$ cat config.mk
export PLATFORM = sky130hd
export DESIGN_NAME = rtc_prescaler_pit
export DESIGN_NICKNAME = d
export VERILOG_FILES = /design/src/verilog/rtc_pkg.sv /design/src/verilog/rtc_prescaler_pit.sv
export SDC_FILE = /design/constraint.sdc
export NUM_CORES = 1
export LEC_CHECK = 0
export BUFFER_PORTS_ARGS = -buffer_cell sky130_fd_sc_hd__clkbuf_2
export CORE_UTILIZATION = 55
export DETAILED_ROUTE_END_ITERATION = 12
export PLACE_DENSITY = 0.78
export SLEW_MARGIN = 20
export SYNTH_ARGS = -nofsm -noshare
export SYNTH_HDL_FRONTEND = slang
export SYNTH_SLANG_ARGS = --single-unit
$ cat constraint.sdc
create_clock -name clk -period 9.2 [get_ports clk]
set_clock_uncertainty 0.05 [all_clocks]
set_input_delay 1.38 -clock clk [delete_from_list [all_inputs] [get_ports clk]]
set_output_delay 1.38 -clock clk [all_outputs]
set_load 0.02 [all_outputs]
$ cat src/verilog/rtc_pkg.sv
// Purpose: shared constants and types for the real-time counter prescaler block
// Assumes: one clock domain; RTC clock ticks arrive as a one-cycle enable
// Notes:   register offsets are byte addresses on a 32-bit classic Wishbone bus
package rtc_pkg;
    localparam int unsigned PRESC_W      = 15;
    localparam int unsigned CNT_W        = 16;
    localparam int unsigned CLK_HZ       = 40_000_000;
    // register byte offsets
    localparam logic [7:0] OFF_CTRL      = 8'h00;
    localparam logic [7:0] OFF_PITCTRL   = 8'h04;
    localparam logic [7:0] OFF_PER       = 8'h08;
    localparam logic [7:0] OFF_CMP       = 8'h0C;
    localparam logic [7:0] OFF_CNT       = 8'h10;
    localparam logic [7:0] OFF_STATUS    = 8'h14;
    localparam logic [7:0] OFF_MASK      = 8'h18;
    localparam logic [7:0] OFF_PRESC     = 8'h1C;
    // field positions
    localparam int unsigned CTRL_EN_BIT  = 0;
    localparam int unsigned CTRL_PS_LSB  = 4;
    localparam int unsigned PIT_EN_BIT   = 0;
    localparam int unsigned PIT_PER_LSB  = 4;
    localparam int unsigned ST_OVF_BIT   = 0;
    localparam int unsigned ST_CMP_BIT   = 1;
    localparam int unsigned ST_PIT_BIT   = 2;
    // period code n follows prescaler bit n: code 3 gives 16 cycles (bit 3)
    // codes below the base clamp to 4 cycles, codes above the max to 32768
    localparam logic [3:0] PERIOD_SIXTEEN_CYCLES = 4'h3;
    localparam logic [3:0] PERIOD_CODE_MAX       = 4'hD;
    localparam int unsigned PIT_BIT_BASE  = 1;
    localparam int unsigned EVT_LO_BIT    = 5;   // divide by 64
    localparam int unsigned EVT_N         = 8;   // 64..8192
    // reset values
    localparam logic [CNT_W-1:0] PER_RST  = 16'hFFFF;
    localparam logic [CNT_W-1:0] CMP_RST  = 16'h0000;

    typedef struct packed {
        logic                   counter_enable;
        logic [3:0]             prescale_sel;
        logic                   periodic_enable;
        logic [3:0]             period_sel;
        logic [CNT_W-1:0]       per;
        logic [CNT_W-1:0]       cmp;
        logic [2:0]             mask;
    } rtc_cfg_t;

    typedef struct packed {
        logic                   overflow_event;
        logic                   compare_match_event;
        logic [EVT_N-1:0]       div_level_event;
        logic                   periodic_out;
    } rtc_events_t;
endpackage : rtc_pkg

$ cat src/verilog/rtc_prescaler_pit.sv
// Purpose: shared prescaler, periodic timer square wave, counter and event outputs
// Assumes: rtc_tick is a one-cycle pulse per RTC clock period, same clock as clk
// Notes:   registers over classic Wishbone, 32-bit data, one-cycle ack
//
// Overview of operation
// - prescaler runs only when either enable set
// - free phase: first tick anywhere within period
// - periodic output toggles every half period
// - sixteen-cycle setting follows prescaler bit three
// - level events divide by 64 to 8192
// - overflow and compare events last one clk cycle
// - overflow after period match clears counter
// - compare event on count after match
// - periodic period selectable 4 to 32768
//
// The register addresses and register access over Wishbone are this design's own decisions.
`timescale 1ns/1ps
module rtc_prescaler_pit #(
    parameter int unsigned TICK_DIV = 1220
) (
    input  wire logic                 clk,
    input  wire logic                 rst_n,
    input  wire logic                 rtc_tick,
    input  wire logic                 wb_cyc_i,
    input  wire logic                 wb_stb_i,
    input  wire logic                 wb_we_i,
    input  wire logic [7:0]           wb_adr_i,
    input  wire logic [3:0]           wb_sel_i,
    input  wire logic [31:0]          wb_dat_i,
    output logic      [31:0]          wb_dat_o,
    output logic                      wb_ack_o,
    output logic                      irq,
    output logic                      overflow_event,
    output logic                      compare_match_event,
    output logic [rtc_pkg::EVT_N-1:0] div_level_event,
    output logic                      periodic_interrupt_timer
);
    // elaboration checks on the parameter and on package sizes the logic relies on
    initial begin
        if (TICK_DIV < 1) $error("TICK_DIV must be at least one");
        if (rtc_pkg::EVT_LO_BIT + rtc_pkg::EVT_N > rtc_pkg::PRESC_W) begin
            $error("divided level taps run past the prescaler");
        end
        if (rtc_pkg::PIT_BIT_BASE < 1) begin
            $error("shortest periodic period must be at least four cycles");
        end
        if (rtc_pkg::PRESC_W > 16) begin
            $error("prescaler wider than the four-bit period select can reach");
        end
    end

    typedef struct packed {
        rtc_pkg::rtc_cfg_t               cfg;
        logic [rtc_pkg::PRESC_W-1:0]     presc;
        logic [rtc_pkg::CNT_W-1:0]       cnt;
        logic [2:0]                      status;
        logic                            pit_prev;
        rtc_pkg::rtc_events_t            ev;
        logic [31:0]                     rdata;
        logic                            ack;
        logic                            irq;
    } state_t;

    state_t s_reg;
    state_t s_next;

    ////////////////////////////////////////////////////////////////////////////
    // helpers

    // prescaler bit that drives the selected periodic output
    function automatic logic pit_bit(input logic [rtc_pkg::PRESC_W-1:0] p,
                                     input logic [3:0] code);
        logic [3:0] idx;
        // code n taps prescaler bit n, so the sixteen-cycle code taps bit 3
        idx = code;
        // below the base the shortest period of four cycles is kept
        if (code < 4'(rtc_pkg::PIT_BIT_BASE)) idx = 4'(rtc_pkg::PIT_BIT_BASE);
        // above the top code the longest period is kept
        if (code > rtc_pkg::PERIOD_CODE_MAX) idx = 4'(rtc_pkg::PRESC_W - 1);
        return p[idx];
    endfunction : pit_bit

    // counter tick: prescaler bit falling edge for the chosen division
    function automatic logic presc_carry(input logic [rtc_pkg::PRESC_W-1:0] p,
                                         input logic [3:0] sel);
        logic [rtc_pkg::PRESC_W-1:0] mask;
        mask = (rtc_pkg::PRESC_W'(1) << sel) - rtc_pkg::PRESC_W'(1);
        if (sel > 4'hF) mask = '1;
        return (p & mask) == mask;
    endfunction : presc_carry

    // byte-lane merge of a write
    function automatic logic [31:0] merge(input logic [31:0] old, input logic [31:0] d,
                                          input logic [3:0] sel);
        logic [31:0] r;
        r = old;
        for (int i = 0; i < 4; i++) begin
            if (sel[i]) r[i*8 +: 8] = d[i*8 +: 8];
        end
        return r;
    endfunction : merge

    ////////////////////////////////////////////////////////////////////////////
    // next state
    always_comb begin
        logic        run;
        logic        cnt_tick;
        logic        pit_now;
        logic [2:0]  evset;
        logic        wr;
        logic        rd;
        logic [31:0] w;
        s_next = s_reg;
        evset  = 3'b000;
        run    = s_reg.cfg.counter_enable | s_reg.cfg.periodic_enable;
        cnt_tick = 1'b0;
        s_next.ev.overflow_event      = 1'b0;
        s_next.ev.compare_match_event = 1'b0;
        s_next.ack = 1'b0;

        // prescaler: no reset on enable so phase stays free
        if (run && rtc_tick) begin
            s_next.presc = s_reg.presc + rtc_pkg::PRESC_W'(1);
            cnt_tick = s_reg.cfg.counter_enable
                     & presc_carry(s_reg.presc, s_reg.cfg.prescale_sel);
        end

        // counter, overflow and compare
        if (cnt_tick) begin
            if (s_reg.cnt == s_reg.cfg.per) begin
                s_next.cnt = '0;
                s_next.ev.overflow_event = 1'b1;
                evset[rtc_pkg::ST_OVF_BIT] = 1'b1;
            end else begin
                s_next.cnt = s_reg.cnt + rtc_pkg::CNT_W'(1);
            end
            if (s_reg.cnt == s_reg.cfg.cmp) begin
                s_next.ev.compare_match_event = 1'b1;
                evset[rtc_pkg::ST_CMP_BIT] = 1'b1;
            end
        end

        // periodic output square wave from prescaler bit
        pit_now = s_reg.cfg.periodic_enable & pit_bit(s_next.presc, s_reg.cfg.period_sel);
        s_next.ev.periodic_out = pit_now;
        s_next.pit_prev = pit_now;
        if (pit_now && !s_reg.pit_prev) evset[rtc_pkg::ST_PIT_BIT] = 1'b1;

        // divided level events while prescaler runs
        s_next.ev.div_level_event = run ?
            s_next.presc[rtc_pkg::EVT_LO_BIT +: rtc_pkg::EVT_N] : '0;

        // bus access, single-cycle ack, dropped after one cycle
        wr = wb_cyc_i & wb_stb_i & ~s_reg.ack & wb_we_i;
        rd = wb_cyc_i & wb_stb_i & ~s_reg.ack & ~wb_we_i;
        w  = merge(32'h0000_0000, wb_dat_i, wb_sel_i);
        if (wb_cyc_i && wb_stb_i && !s_reg.ack) s_next.ack = 1'b1;
        if (wr) begin
            case (wb_adr_i)
                rtc_pkg::OFF_CTRL: begin
                    s_next.cfg.counter_enable = w[rtc_pkg::CTRL_EN_BIT];
                    s_next.cfg.prescale_sel   = w[rtc_pkg::CTRL_PS_LSB +: 4];
                end
                rtc_pkg::OFF_PITCTRL: begin
                    s_next.cfg.periodic_enable = w[rtc_pkg::PIT_EN_BIT];
                    s_next.cfg.period_sel      = w[rtc_pkg::PIT_PER_LSB +: 4];
                end
                rtc_pkg::OFF_PER:  s_next.cfg.per = w[rtc_pkg::CNT_W-1:0];
                rtc_pkg::OFF_CMP:  s_next.cfg.cmp = w[rtc_pkg::CNT_W-1:0];
                rtc_pkg::OFF_CNT:  s_next.cnt     = w[rtc_pkg::CNT_W-1:0];
                rtc_pkg::OFF_STATUS: s_next.status = s_reg.status & ~w[2:0];
                rtc_pkg::OFF_MASK: s_next.cfg.mask = w[2:0];
                default: ;
            endcase
        end
        // set wins over clear
        s_next.status = s_next.status | evset;
        s_next.rdata = 32'h0000_0000;
        if (rd) begin
            case (wb_adr_i)
                rtc_pkg::OFF_CTRL: begin
                    s_next.rdata[rtc_pkg::CTRL_EN_BIT]      = s_reg.cfg.counter_enable;
                    s_next.rdata[rtc_pkg::CTRL_PS_LSB +: 4] = s_reg.cfg.prescale_sel;
                end
                rtc_pkg::OFF_PITCTRL: begin
                    s_next.rdata[rtc_pkg::PIT_EN_BIT]       = s_reg.cfg.periodic_enable;
                    s_next.rdata[rtc_pkg::PIT_PER_LSB +: 4] = s_reg.cfg.period_sel;
                end
                rtc_pkg::OFF_PER:    s_next.rdata[15:0] = s_reg.cfg.per;
                rtc_pkg::OFF_CMP:    s_next.rdata[15:0] = s_reg.cfg.cmp;
                rtc_pkg::OFF_CNT:    s_next.rdata[15:0] = s_reg.cnt;
                rtc_pkg::OFF_STATUS: s_next.rdata[2:0]  = s_reg.status;
                rtc_pkg::OFF_MASK:   s_next.rdata[2:0]  = s_reg.cfg.mask;
                rtc_pkg::OFF_PRESC:  s_next.rdata[14:0] = s_reg.presc;
                default:             s_next.rdata       = 32'h0000_0000;
            endcase
        end
        s_next.irq = |(s_next.status & s_next.cfg.mask);
    end

    ////////////////////////////////////////////////////////////////////////////
    // state register
    always_ff @(posedge clk or negedge rst_n) begin
        if (!rst_n) begin
            s_reg         <= '0;
            s_reg.cfg.per <= rtc_pkg::PER_RST;
            s_reg.cfg.cmp <= rtc_pkg::CMP_RST;
        end else begin
            s_reg <= s_next;
        end
    end

    // outputs straight from flip-flops
    assign wb_dat_o                 = s_reg.rdata;
    assign wb_ack_o                 = s_reg.ack;
    assign irq                      = s_reg.irq;
    assign overflow_event           = s_reg.ev.overflow_event;
    assign compare_match_event      = s_reg.ev.compare_match_event;
    assign div_level_event          = s_reg.ev.div_level_event;
    assign periodic_interrupt_timer = s_reg.ev.periodic_out;
endmodule : rtc_prescaler_pit
# After elaboration in Yosys (flattened, before gate mapping)
# Index checks and enable logic that the tools add are counted.
# W data, S select, Z words.
[op_classes]
add_sub_neg = 3
magnitude_cmp = 4
eq_ne = 10
n_shift = 1
mux = 31
bitwise = 14
reduce_logical = 12
[ops]
columns = ["operator", "n"]
rows = [
  ["$mux W16", 4],
  ["$mux W15", 3],
  ["$eq A16 B16 Y1", 2],
  ["$eq A8 B5 Y1 const B", 4],
  ["$pmux W7 S4", 1],
  ["$mux W8", 3],
  ["$pmux W4 S6", 1],
  ["$mux W19", 1],
  ["$add A16 B1 Y16 const B", 1],
  ["$eq A8 B4 Y1 const B", 2],
  ["$add A15 B1 Y15 const B", 1],
  ["$and A15 B15 Y15", 1],
  ["$eq A15 B15 Y1", 1],
  ["$shl A1 B4 Y15 const A", 1],
  ["$sub A15 B2 Y15 const B", 1],
  ["$pmux W2 S6", 1],
  ["$mux W3", 3],
  ["$eq A8 B3 Y1 const B", 1],
  ["$gt A4 B4 Y1 const B", 2],
  ["$logic_not A8 Y1", 1],
  ["$mux W4", 2],
  ["$pmux W1 S8", 1],
  ["$reduce_and A2 Y1", 4],
  ["$and A1 B1 Y1", 6],
  ["15 further kinds", 27],
]
[totals]
reg_bits = 124
inputBits = 50
wordCells = 92

# Depth between registers and ports, before layout
[depth]
ltp_word = 14
mapped_depth = 13
mapped_depth_nobuf = 10

# Least setup slack after synthesis
# No wires, ideal clock.
[synth_path]
path_kind = "input to register"
from = "input wb_adr_i[5]"
to = "register s_reg (netlist bit irq)"
setup_time_ns = 0.087
t_arrival_ns = 3.106
required_time_ns = 9.063
path_slack_ns = 5.958
cell_stages = 9
path_cell_list = "nor4b_1 > and3_1 > clkbuf_1 > nor2b_1 > and2_1 > buf_2 > mux2i_1 > a21bo_2 > o211ai_1"
[synth_rtl]
columns = ["element", "line", "source"]
rows = [
  ["from (decl)", "rtc_prescaler_pit.sv:27", "input wire logic [7:0] wb_adr_i,"],
  ["to (signal assigned)", "rtc_prescaler_pit.sv:209", "s_reg <= s_next;"],
  ["to (decl)", "rtc_prescaler_pit.sv:64", "state_t s_reg;"],
]

# Worst setup path in the final report
[layout_path]
from = "input wb_adr_i[5]"
to = "register s_reg[106] in the netlist's numbering"
[layout_between]
elab_chain_len = 2
[layout_rtl]
columns = ["element", "line", "source"]
rows = [
  ["$eq A8 B4 Y1", "rtc_prescaler_pit.sv:159", "case (wb_adr_i)"],
  ["$reduce_and A2 Y1 (no line)", "--", ""],
]
# Every way passes these cells.
# A chain may end at the register's enable or synchronous reset.

==> reports/metrics.cfg <==
[global_route]
grt_max_degree=66
grt_usage_pct=28.2
grt_remaining_overflow=0
grt_pass1_wl_um=24900
antenna_found_initial=0
grt_pass1_vias=4905

[setup_path]
cp_data_required_time_ns=9.41
worst_ep_arrival_time_ns=4.14
cp-start-kind=input port
path_delay_family=simple AND/OR/NAND/NOR gates
path_class=in2reg
path_buf_inv=1
cp_max_fo=32
cp_slowest_cell=nand2_1
reg2reg_slack_ns=5.30
max_stage_delay_ns=0.72
crit_path_end_kind=flop
path_cells=clkbuf_2 > nor4_1 > and3_1 > nor2b_2 > nand2_1 > o21ai_0

[synth]
yosysTopAreaCell=dfrtp_1
ys_async_sr_fraction_pct=100
synth_compound_area_share_pct=18.2
synth_cells=691
synthSimpleGateAreaFrac_pct=20.1
synth_flop_cell=dfrtp_1
synth.area.top_cells=dfrtp_1 (37%), dfstp_2 (6.8%), nand2_1 (6.3%)
synth_edf_count=0
synth-seq-cells=108
muxShareOfSynthArea_pct=1.35
synth.distinct_cells=69
synth_warnings=0
synth_top_family_by_area=simple AND/OR/NAND/NOR gates
seq_area_frac_synth_pct=43.8
yosysTopAreaCellShare_pct=37.0
netlist_area_sq_um=6220
synth-adder-area-share_pct=0.604
synth-xor-area-share_pct=6.62
avgSynthCellArea_sq_um=9.00

[sta]
hold_viol_final=0
hold_slack_ns=0.420
slew_violations=0
timing.final.crit_period_ns=3.93
tightest_slew_ns=1.07
finalSetupTns_ns=0
post-route-period-util_pct=42.8
rsz0062_at_grt=false
max_freq_mhz=254
max-slew-margin-rel_pct=28.0
setup-violations-final=0

[finish]
final_cell_mix=nand2_1 (105), dfrtp_1 (92), clkbuf_2 (59), o21ai_0 (54), xor2_1 (42)
fill_cells=953
drive_above_1_share_pct=16.2
area_growth_syn_to_layout_pct=4.89
ff_latch_area_sq_um=2720
diodes=0
num-nets-final=738
largest_reg_flops=79
final_common_cell=nand2_1
multiInputGateArea_sq_um=2980

[detailed_routing]
wl_um=15700
drc=0
routedWlPerCell_um=18.9
avgViaCountPerCell=6.28
ant_nets=0
vias=5216
drt-pass1-iter-count=6
drt-initial-drc-count=440

[placement]
dpl.hpwl_um=11400
port_buffers=60
place_congestion=0.938

[power]
power_density_nw_per_um2=140
irDropWorstVdd_uv=117
p_leak_nw=2.98

[floorplan]
ioPinCount=95
dieArea_sq_um=11700
die_y_um=108
fp.dieW_um=108
rows=38
start_util_pct=56.9
core_sq_um=10900

[cts]
cts_tree=built
post_cts.repair.setup_buffers=0
cts_htree_levels=3
clkTransAtPathRegs_ns=0.08
cts_resized=0
numCtsBuffers=9
holdBufCountCts=0
clock_tree.buffer_depth=2
cts-root-buf=clkbuf_16
cts_sinks=108
clk_latency_ns=0.36

[hold_path]
hold_path_class=reg2reg

[run_status]
outcome=finished, final reports clean

[job]
drv_cap=0

[metrics by stage]
stage                     setup slack [ns]  cell area (sq um)  total power [mW]  util, %  instances
after floorplan                       5.96               6280             0.528        -        706
after global placement                4.75               6240             0.548     57.1        814
after detailed placement              4.53               6240             0.550     57.1        814
after CTS                             4.90               6520             0.915     59.6        830
after global routing                  5.06               6520             0.938     59.7        830
final                                 5.27               6520             0.910     59.7        830
[worst paths after layout]
path / startpoint / cells after the start / end
min: periodic_interrupt_timer / 1 / s_reg[48]
max in group asynchronous: rst_n / 2 / s_reg[94]
min reg2reg: periodic_interrupt_timer / 1 / s_reg[48]
max reg2reg: s_reg[123] / 8 / s_reg[60]
max: wb_adr_i[5] / 6 / s_reg[106]
min in group asynchronous: rst_n / 1 / div_level_event[2]
[cells in the mapped netlist (16+ instances only)]
| master | n |
|---|---|
| dfrtp_1 | 92 |
| clkbuf_1 | 39 |
| nand2_1 | 105 |
| nor2_1 | 28 |
| xor2_1 | 42 |
| a21oi_1 | 20 |
| a31oi_1 | 22 |
| o21ai_0 | 54 |
| a22oi_1 | 21 |
| dfstp_2 | 16 |
| nor4_1 | 17 |
| buf_4 | 40 |
[per-layer routing]
| metal | track usage (%) | wire length, um | up-vias |
|---|---|---|---|
| met5 | 0 | 0 | - |
| met4 | 10.8 | 368 | 0 |
| met3 | 5.42 | 1240 | 39 |
| met2 | 46.4 | 7790 | 262 |
| met1 | 36.8 | 6320 | 2527 |
| li1 | - | - | 2388 |
[kinds of logic after synthesis]
kind of cell | after synthesis
compound gates | 171
flops | 108
other cells | 1
simple gates | 245
buf+inv | 108
mux | 8
xor+xnor | 47
fa+ha+maj | 3
[area by class of cell]
type                       instances  share of cell area (%)
tap                              140                    2.69
clock inverter                     7                   0.863
timing repair buffer              61                    4.76
inverter                          15                   0.863
clock buffer                       9                    3.45
sequential                       108                    41.7
multi-input combinational        490                    45.6
[worst reg2reg max path, stage by stage, from the launching register on]
cell and delay (ns):
dfrtp_1 0.56, or4_1 0.60, ha_1 0.34, or4b_2 0.27, nor2_1 0.06, nor4_2 0.86, a31oi_1 0.61, a31oi_1 0.32
o21ai_0 0.11
[report_power, final]
part	leakage, nW	internal [mW]	total, mW	switching (mW)
sequential	1.43	0.480	0.488	0.00825
combinational	1.42	0.0160	0.0530	0.0371
clock	0.137	0.187	0.369	0.182
No activity file was read; power rests on OpenSTA's default activity.
